**config.mk**
```make
export PLATFORM = sky130hd
export DESIGN_NAME = mss_setup_status
export DESIGN_NICKNAME = d
export VERILOG_FILES = /design/src/core/mss_pkg.sv /design/src/core/mss_setup_status.sv /design/src/core/mss_hold_timer.sv
export VERILOG_INCLUDE_DIRS = /design/src /design/src/core
export SDC_FILE = /design/constraint.sdc
export NUM_CORES = 1
export LEC_CHECK = 0
export ABC_AREA = 1
export BUFFER_PORTS_ARGS = -buffer_cell sky130_fd_sc_hd__buf_4
export CORE_UTILIZATION = 53
export CTS_CLUSTER_SIZE = 30
export DETAILED_ROUTE_END_ITERATION = 8
export GPL_ROUTABILITY_DRIVEN = 0
export PLACE_DENSITY = 0.88
export SYNTH_ARGS = -nofsm -noshare
export SYNTH_HDL_FRONTEND = slang
export SYNTH_SLANG_ARGS = --single-unit
```
**constraint.sdc**
```tcl
create_clock -name clock -period 1.79 [get_ports clock]
set_input_delay 0.0895 -clock clock [delete_from_list [all_inputs] [get_ports clock]]
set_output_delay 0.0895 -clock clock [all_outputs]
set_load 0.01 [all_outputs]
```
**src/core/mss_params.svh**
```systemverilog
// Constants for the serial setup and status front end
`ifndef MSS_PARAMS_SVH
`define MSS_PARAMS_SVH

// ----------------------------------------------------------------
// Clock and timing
// ----------------------------------------------------------------
`define MSS_CLOCK_HZ        40000000
`define MSS_ALIVE_HOLD_S    10

// ----------------------------------------------------------------
// Node address selector limits
// ----------------------------------------------------------------
`define MSS_ADDR_MIN        8'h01
`define MSS_ADDR_MAX        8'hf7
`define MSS_ADDR_RESET      8'h00

// ----------------------------------------------------------------
// Switch positions in the dip switch word (bit n-1 is switch n, 1 = ON)
// ----------------------------------------------------------------
`define MSS_SW_BAUD_LSB     0
`define MSS_SW_PARITY_ODD   3
`define MSS_SW_PARITY_EVEN  4
`define MSS_SW_FRAME        5

// ----------------------------------------------------------------
// Baud selector codes {sw3, sw2, sw1}
// ----------------------------------------------------------------
`define MSS_BAUD_CODE_38K4  3'h3
`define MSS_BAUD_CODE_19K2  3'h2
`define MSS_BAUD_CODE_9600  3'h1
`define MSS_BAUD_CODE_4800  3'h0

// ----------------------------------------------------------------
// Bit rates, and clock cycles per bit at each rate
// ----------------------------------------------------------------
`define MSS_BAUD_38K4       38400
`define MSS_BAUD_19K2       19200
`define MSS_BAUD_9600       9600
`define MSS_BAUD_4800       4800
`define MSS_DIV_38K4        14'(`MSS_CLOCK_HZ / `MSS_BAUD_38K4)
`define MSS_DIV_19K2        14'(`MSS_CLOCK_HZ / `MSS_BAUD_19K2)
`define MSS_DIV_9600        14'(`MSS_CLOCK_HZ / `MSS_BAUD_9600)
`define MSS_DIV_4800        14'(`MSS_CLOCK_HZ / `MSS_BAUD_4800)
`define MSS_DIV_RESET       14'(`MSS_CLOCK_HZ / `MSS_BAUD_9600)

`endif

```
**src/core/mss_pkg.sv**
```systemverilog
// Types for the serial setup and status front end
package mss_pkg;

  // ----------------------------------------------------------------
  // Setup enumerations
  // ----------------------------------------------------------------
  typedef enum logic [1:0] {
    MSS_PARITY_NONE,
    MSS_PARITY_ODD,
    MSS_PARITY_EVEN,
    MSS_PARITY_BAD
  } mss_parity_e;

  typedef enum logic {
    MSS_FRAME_RTU,
    MSS_FRAME_ASCII
  } mss_frame_e;

  typedef logic [13:0] mss_div_t;

endpackage : mss_pkg

```
**src/core/mss_setup_status.sv**
```systemverilog
// Switch decoding and status indicators for a serial slave front end
//
// Behaviour
// Node address from hex selector; valid 01 to F7, default 00 invalid.
// Switches 1-3 pick 38.4k, 19.2k, 9600 or 4800 bit rate.
// Switches 4-5 pick none, odd or even parity; both OFF invalid.
// Switch 6 ON selects RTU framing, OFF selects ASCII framing.
// Alive indicator lights on received data, held ten seconds after.
// Fault indicator lights on parity, framing, overrun, CRC or LRC error.
// Transmit indicator follows sending; receive indicator follows arriving characters.
`timescale 1ns/1ps
`include "mss_params.svh"

module mss_setup_status #(
  parameter int unsigned ALIVE_HOLD_CYCLES = `MSS_ALIVE_HOLD_S * `MSS_CLOCK_HZ
) (
  // Clock and reset
  input  wire logic               clock,
  input  wire logic               rst,
  // Front panel switches
  input  wire logic [7:0]         addr_switch,
  input  wire logic [5:0]         dip_switch,
  // Receiver and transmitter events
  input  wire logic               rx_char_done,
  input  wire logic               rx_busy,
  input  wire logic               tx_busy,
  input  wire logic               parity_error,
  input  wire logic               framing_error,
  input  wire logic               overrun_error,
  input  wire logic               crc_error,
  input  wire logic               lrc_error,
  input  wire logic               fault_clear,
  // Decoded setup
  output logic [7:0]              node_addr_reg,
  output logic                    addr_valid_reg,
  output mss_pkg::mss_div_t       baud_div_reg,
  output logic                    baud_valid_reg,
  output mss_pkg::mss_parity_e    parity_mode_reg,
  output logic                    parity_valid_reg,
  output mss_pkg::mss_frame_e     frame_mode_reg,
  // Indicators
  output logic                    alive_led_reg,
  output logic                    fault_led_reg,
  output logic                    transmit_activity_indicator_reg,
  output logic                    rx_led_reg
);

  // ----------------------------------------------------------------
  // Decode helpers
  // ----------------------------------------------------------------
  function automatic logic addr_ok(input logic [7:0] a);
    addr_ok = (a >= `MSS_ADDR_MIN) && (a <= `MSS_ADDR_MAX);
  endfunction : addr_ok

  function automatic mss_pkg::mss_div_t baud_div(input logic [2:0] code);
    case (code)
      `MSS_BAUD_CODE_38K4: baud_div = `MSS_DIV_38K4;
      `MSS_BAUD_CODE_19K2: baud_div = `MSS_DIV_19K2;
      `MSS_BAUD_CODE_9600: baud_div = `MSS_DIV_9600;
      `MSS_BAUD_CODE_4800: baud_div = `MSS_DIV_4800;
      default:             baud_div = `MSS_DIV_RESET;
    endcase
  endfunction : baud_div

  function automatic logic baud_ok(input logic [2:0] code);
    baud_ok = (code == `MSS_BAUD_CODE_38K4) || (code == `MSS_BAUD_CODE_19K2) ||
              (code == `MSS_BAUD_CODE_9600) || (code == `MSS_BAUD_CODE_4800);
  endfunction : baud_ok

  function automatic mss_pkg::mss_parity_e parity_sel(input logic odd_sw, input logic even_sw);
    case ({odd_sw, even_sw})
      2'h3:    parity_sel = mss_pkg::MSS_PARITY_NONE;
      2'h1:    parity_sel = mss_pkg::MSS_PARITY_ODD;
      2'h2:    parity_sel = mss_pkg::MSS_PARITY_EVEN;
      default: parity_sel = mss_pkg::MSS_PARITY_BAD;
    endcase
  endfunction : parity_sel

  logic [2:0] baud_code;
  logic       any_error;

  assign baud_code = dip_switch[`MSS_SW_BAUD_LSB +: 3];
  assign any_error = parity_error | framing_error | overrun_error | crc_error | lrc_error;

  // ----------------------------------------------------------------
  // Node address
  // ----------------------------------------------------------------
  // Address is passed through even when out of range so firmware can report it
  always_ff @(posedge clock) begin
    if (rst) begin
      node_addr_reg  <= `MSS_ADDR_RESET;
      addr_valid_reg <= 1'b0;
    end else begin
      node_addr_reg  <= addr_switch;
      addr_valid_reg <= addr_ok(addr_switch);
    end
  end

  // ----------------------------------------------------------------
  // Line rate
  // ----------------------------------------------------------------
  // Unlisted switch patterns fall back to 9600 and flag the setting as bad
  always_ff @(posedge clock) begin
    if (rst) begin
      baud_div_reg   <= `MSS_DIV_RESET;
      baud_valid_reg <= 1'b0;
    end else begin
      baud_div_reg   <= baud_div(baud_code);
      baud_valid_reg <= baud_ok(baud_code);
    end
  end

  // ----------------------------------------------------------------
  // Parity and framing
  // ----------------------------------------------------------------
  always_ff @(posedge clock) begin
    if (rst) begin
      parity_mode_reg  <= mss_pkg::MSS_PARITY_NONE;
      parity_valid_reg <= 1'b0;
    end else begin
      parity_mode_reg  <= parity_sel(dip_switch[`MSS_SW_PARITY_ODD],
                                     dip_switch[`MSS_SW_PARITY_EVEN]);
      parity_valid_reg <= dip_switch[`MSS_SW_PARITY_ODD] |
                          dip_switch[`MSS_SW_PARITY_EVEN];
    end
  end

  always_ff @(posedge clock) begin
    if (rst) begin
      frame_mode_reg <= mss_pkg::MSS_FRAME_RTU;
    end else if (dip_switch[`MSS_SW_FRAME]) begin
      frame_mode_reg <= mss_pkg::MSS_FRAME_RTU;
    end else begin
      frame_mode_reg <= mss_pkg::MSS_FRAME_ASCII;
    end
  end

  // ----------------------------------------------------------------
  // Alive indicator
  // ----------------------------------------------------------------
  logic alive_hold;

  mss_hold_timer #(
    .HOLD_CYCLES (ALIVE_HOLD_CYCLES)
  ) u_alive_timer (
    .clock   (clock),
    .rst     (rst),
    .trigger (rx_char_done),
    .active  (alive_hold)
  );

  always_ff @(posedge clock) begin
    if (rst) begin
      alive_led_reg <= 1'b0;
    end else begin
      alive_led_reg <= alive_hold;
    end
  end

  // ----------------------------------------------------------------
  // Fault indicator
  // ----------------------------------------------------------------
  // Sticky so a single bad character is still visible; a new error beats a clear
  always_ff @(posedge clock) begin
    if (rst) begin
      fault_led_reg <= 1'b0;
    end else if (any_error) begin
      fault_led_reg <= 1'b1;
    end else if (fault_clear) begin
      fault_led_reg <= 1'b0;
    end
  end

  // ----------------------------------------------------------------
  // Traffic indicators
  // ----------------------------------------------------------------
  // One-cycle lag only; short frames at 38.4k still show for a full character
  always_ff @(posedge clock) begin
    if (rst) begin
      transmit_activity_indicator_reg <= 1'b0;
      rx_led_reg                      <= 1'b0;
    end else begin
      transmit_activity_indicator_reg <= tx_busy;
      rx_led_reg                      <= rx_busy;
    end
  end

  // ----------------------------------------------------------------
  // Assertions
  // ----------------------------------------------------------------
  AST_ADDR_RANGE: assert property (@(posedge clock) disable iff (rst)
    (addr_switch >= 8'h01 && addr_switch <= 8'hf7) |=> addr_valid_reg)
    else $error("Address in range not flagged valid");

  AST_ADDR_ZERO: assert property (@(posedge clock) disable iff (rst)
    (addr_switch == 8'h00 || addr_switch > 8'hf7) |=> !addr_valid_reg)
    else $error("Address out of range flagged valid");

  AST_BAUD_38K4: assert property (@(posedge clock) disable iff (rst)
    (dip_switch[2:0] == 3'h3) |=> (baud_div_reg == 14'h0411) && baud_valid_reg)
    else $error("Switches ON ON OFF did not give 38.4k divider");

  AST_BAUD_4800: assert property (@(posedge clock) disable iff (rst)
    (dip_switch[2:0] == 3'h0) |=> (baud_div_reg == 14'h208d))
    else $error("All OFF did not give 4800 divider");

  AST_PARITY: assert property (@(posedge clock) disable iff (rst)
    (dip_switch[4:3] == 2'h0) |=> !parity_valid_reg &&
                                  (parity_mode_reg == mss_pkg::MSS_PARITY_BAD))
    else $error("Both parity switches OFF not flagged invalid");

  AST_PARITY_ODD: assert property (@(posedge clock) disable iff (rst)
    (dip_switch[4:3] == 2'h2) |=> (parity_mode_reg == mss_pkg::MSS_PARITY_ODD))
    else $error("Switch 4 OFF, 5 ON did not select odd parity");

  AST_FRAME: assert property (@(posedge clock) disable iff (rst)
    dip_switch[5] |=> (frame_mode_reg == mss_pkg::MSS_FRAME_RTU))
    else $error("Switch 6 ON did not select RTU");

  AST_ALIVE: assert property (@(posedge clock) disable iff (rst)
    rx_char_done |-> ##2 alive_led_reg[*2])
    else $error("Alive indicator not lit after reception");

  AST_FAULT_SET: assert property (@(posedge clock) disable iff (rst)
    (crc_error || lrc_error || parity_error || framing_error || overrun_error)
      |=> fault_led_reg)
    else $error("Fault indicator not lit after error");

  AST_FAULT_HOLD: assert property (@(posedge clock) disable iff (rst)
    fault_led_reg && !fault_clear |=> fault_led_reg)
    else $error("Fault indicator dropped without clear");

  AST_TRAFFIC: assert property (@(posedge clock) disable iff (rst)
    (tx_busy && !rx_busy) |=> transmit_activity_indicator_reg && !rx_led_reg)
    else $error("Traffic indicators do not follow activity");

  COV_ALIVE: cover property (@(posedge clock) disable iff (rst)
    rx_char_done ##2 alive_led_reg);
  COV_FAULT_CLEAR: cover property (@(posedge clock) disable iff (rst)
    fault_led_reg && fault_clear ##1 !fault_led_reg);
  COV_ASCII: cover property (@(posedge clock) disable iff (rst)
    frame_mode_reg == mss_pkg::MSS_FRAME_ASCII && parity_valid_reg);

endmodule : mss_setup_status

```
**src/core/mss_hold_timer.sv**
```systemverilog
// Retriggerable hold timer that keeps a level up for a set number of cycles
`timescale 1ns/1ps

module mss_hold_timer #(
  parameter int unsigned HOLD_CYCLES = 32'd400000000
) (
  // Clock and reset
  input  wire logic clock,
  input  wire logic rst,
  // Trigger and level
  input  wire logic trigger,
  output logic      active
);

  // ----------------------------------------------------------------
  // Down counter
  // ----------------------------------------------------------------
  logic [31:0] count_reg;
  logic [31:0] count_next;
  logic        active_reg;

  // A new trigger reloads, so steady traffic keeps the level up
  always_comb begin
    if (trigger) begin
      count_next = HOLD_CYCLES - 32'd1;
    end else if (count_reg != 32'd0) begin
      count_next = count_reg - 32'd1;
    end else begin
      count_next = 32'd0;
    end
  end

  always_ff @(posedge clock) begin
    if (rst) begin
      count_reg <= 32'd0;
    end else begin
      count_reg <= count_next;
    end
  end

  always_ff @(posedge clock) begin
    if (rst) begin
      active_reg <= 1'b0;
    end else begin
      active_reg <= trigger | (count_reg != 32'd0);
    end
  end

  assign active = active_reg;

endmodule : mss_hold_timer

```
==> impl_metrics.env <==
export IMPL_finalSetupViolCount=0
export IMPL_cap_violations=0
export IMPL_violations="design-rule violations"
export IMPL_die_h_um=71.4
export IMPL_fin_skew_ns=0.00860
export IMPL_die_w_um=71.4
export IMPL_synthesis_area_sq_um=2550
export IMPL_wl_um=6990
export IMPL_fin_crit_sh_pct=95.1
export IMPL_clkTransAtPathRegs_ns=0.07
export IMPL_path_cells="inv_1, ha_1, nand3_1, nor2_4, nand3b_1, nand2_1, nand2_1, nor2_1, nor2_1"
export IMPL_worstPathRequired_ns=2.02
export IMPL_avgViaCountPerCell=5.32
export IMPL_fin_nets=448
export IMPL_worstSetupEndpointType="flop"
export IMPL_start_util_pct=57.0
export IMPL_fin_crit_ns=1.70
export IMPL_cts_tree="built"
export IMPL_fp_coreArea_sq_um=4470
export IMPL_ios=57
export IMPL_synth_cell_types=31
export IMPL_cts_buffers=9
export IMPL_dieArea_sq_um=5090
export IMPL_clock_latency_ns=0.34
export IMPL_power_density_nw_per_um2=876
export IMPL_route_vias_total=2542
export IMPL_path_max_fanout=7
export IMPL_rsz0062_at_grt="false"
export IMPL_antenna_found_initial=0
export IMPL_avgSynthCellArea_sq_um=7.43
export IMPL_ant_nets=0
export IMPL_grt_pass1_vias=2441
export IMPL_clock_sinks=58
export IMPL_area_delta_synth_final_pct=32.1
export IMPL_status="finished with violations"
export IMPL_htreeDepth=3
export IMPL_timing_rr_start="u_alive_timer.count_reg[0]"
export IMPL_overflow=0
export IMPL_ff_latch_area_sq_um=1160
export IMPL_slew_viol_final=0
export IMPL_hold_class="input port to flop"
export IMPL_grt_pass1_wl_um=10600
export IMPL_p_leak_nw=1.55
export IMPL_cts_root_buf="clkbuf_8"
export IMPL_drc=2
export IMPL_io_buffers=54
export IMPL_drive_above_1_share_pct=21.6
export IMPL_synth_warnings=0
export IMPL_synth_seq_area_share_pct=45.5
export IMPL_ir_drop_mv=0.568
export IMPL_cp_startpoint="u_alive_timer.count_reg[0]"
export IMPL_grt_max_degree=26
export IMPL_maxClockFrequency_ghz=0.587
export IMPL_fin_util_pct=75.3
export IMPL_cts_buffer_depth=2
export IMPL_dr_pass1_iters=9
export IMPL_n_antenna_cell=0
export IMPL_critical_path_class="flop to flop"
export IMPL_hpwl_um=4160
export IMPL_fillers=302
export IMPL_layout_commonest_cell="nor2_1"
export IMPL_start_kind="flop"
export IMPL_multi_input_area_sq_um=1170
export IMPL_arrival_ns=1.93
export IMPL_hold_start="rx_char_done"
export IMPL_setup_tns_ns=0
export IMPL_gr_usage_all_layers_pct=27.7
export IMPL_largest_reg_flops=32
export IMPL_wl_per_cell_um=14.6
export IMPL_layout_common_cells="nor2_1 (76), buf_4 (59), dfxtp_1 (58)"
export IMPL_synth_seq_cells=58
export IMPL_cp_top_family="simple AND/OR/NAND/NOR gates"
export IMPL_first_iter_violations=188
export IMPL_fin_hold_ws_ns=0.0583
export IMPL_path_buf_inv=1
export IMPL_final_hold_viol_count=0
export IMPL_synthCells=343
export IMPL_slowest_delay_ns=0.31
export IMPL_crit_path_top_delay_cell="dfxtp_1"
export IMPL_fp_row_count=24
-- synthesized netlist by cell type, drive strengths merged --
cell	n	share of area, %
clkinv	1	0.15
a21oi	24	4.7
nor4	3	0.74
clkbuf	4	0.59
nand3	23	4.5
a311oi	1	0.34
nand4	7	2.3
ha	1	0.49
buf	9	2.7
conb	1	0.15
inv	37	5.4
or2	3	0.74
a21o	1	0.29
xnor2	4	1.4
o21ai	8	2.0
dfxtp	58	46
nand3b	1	0.29
nor2	87	15
nand2	56	8.6
xor2	9	3.1
a31oi	1	0.25
nor3	4	0.98
-- logic make-up after synthesis --
logic type,count (synthesis),synth area share (%)
compound gates,35,7.61
other cells,1,0.147
simple gates,184,32.9
fa+ha+maj,1,0.491
buf+inv,51,8.88
flops,58,45.5
xor+xnor,13,4.47
-- report_power, final --
| part | total, mW | internal (mW) | switching (mW) |
|---|---|---|---|
| combinational | 0.453 | 0.199 | 0.254 |
| clock | 1.09 | 0.569 | 0.517 |
| sequential | 1.41 | 1.36 | 0.0519 |
-- area by class of cell --
class / count / area share (%)
clock buffer: 13 / 4.72
clock inverter: 2 / 0.371
inverter: 38 / 4.23
multi-input combinational: 235 / 34.6
sequential: 58 / 34.5
tap: 52 / 1.93
timing repair buffer: 80 / 19.7
-- metal layers --
| layer | global-route usage, % | part of all wire, % | up-vias |
|---|---|---|---|
| met2 | 52.6 | 54 | 93 |
| met3 | 4.92 | 3.9 | 28 |
| met4 | 16.0 | 3.7 | 0 |
| li1 | - | - | 1241 |
| met1 | 28.3 | 38 | 1180 |
| met5 | 0 | 0 | - |
-- timing repair --
action,CTS,global route
hold buffers,20,0
endpoints found under the setup margin,0,3
hold endpoints to repair,20,0
gates resized for setup,0,0
buffers inserted,0,2
-- worst min-delay path: stages --
cell,delay [ns]
buf_4,0.14
a21oi_1,0.05
nor2_1,0.08
-- per-stage QoR --
step	setup WS (ns)	total power, mW	std cells	area [sq um]
global placement	0.231	1.81	441	2970
floorplan	0.277	1.68	344	2550
detailed placement	0.169	1.82	441	2970
finish	0.0875	2.95	478	3370
CTS	0.0985	2.91	476	3340
global route	0.0141	3.06	478	3370
-- final timing paths --
| check | endpoint | depth (start not counted) | slack (ns) |
|---|---|---|---|
| min reg2reg | alive_led_reg | 2 | 0.41 |
| max | u_alive_timer.count_reg[24] | 9 | 0.09 |
| max reg2reg | u_alive_timer.count_reg[24] | 9 | 0.09 |
| min | u_alive_timer.count_reg[16] | 3 | 0.06 |
Power figures use the tool's default switching activity.
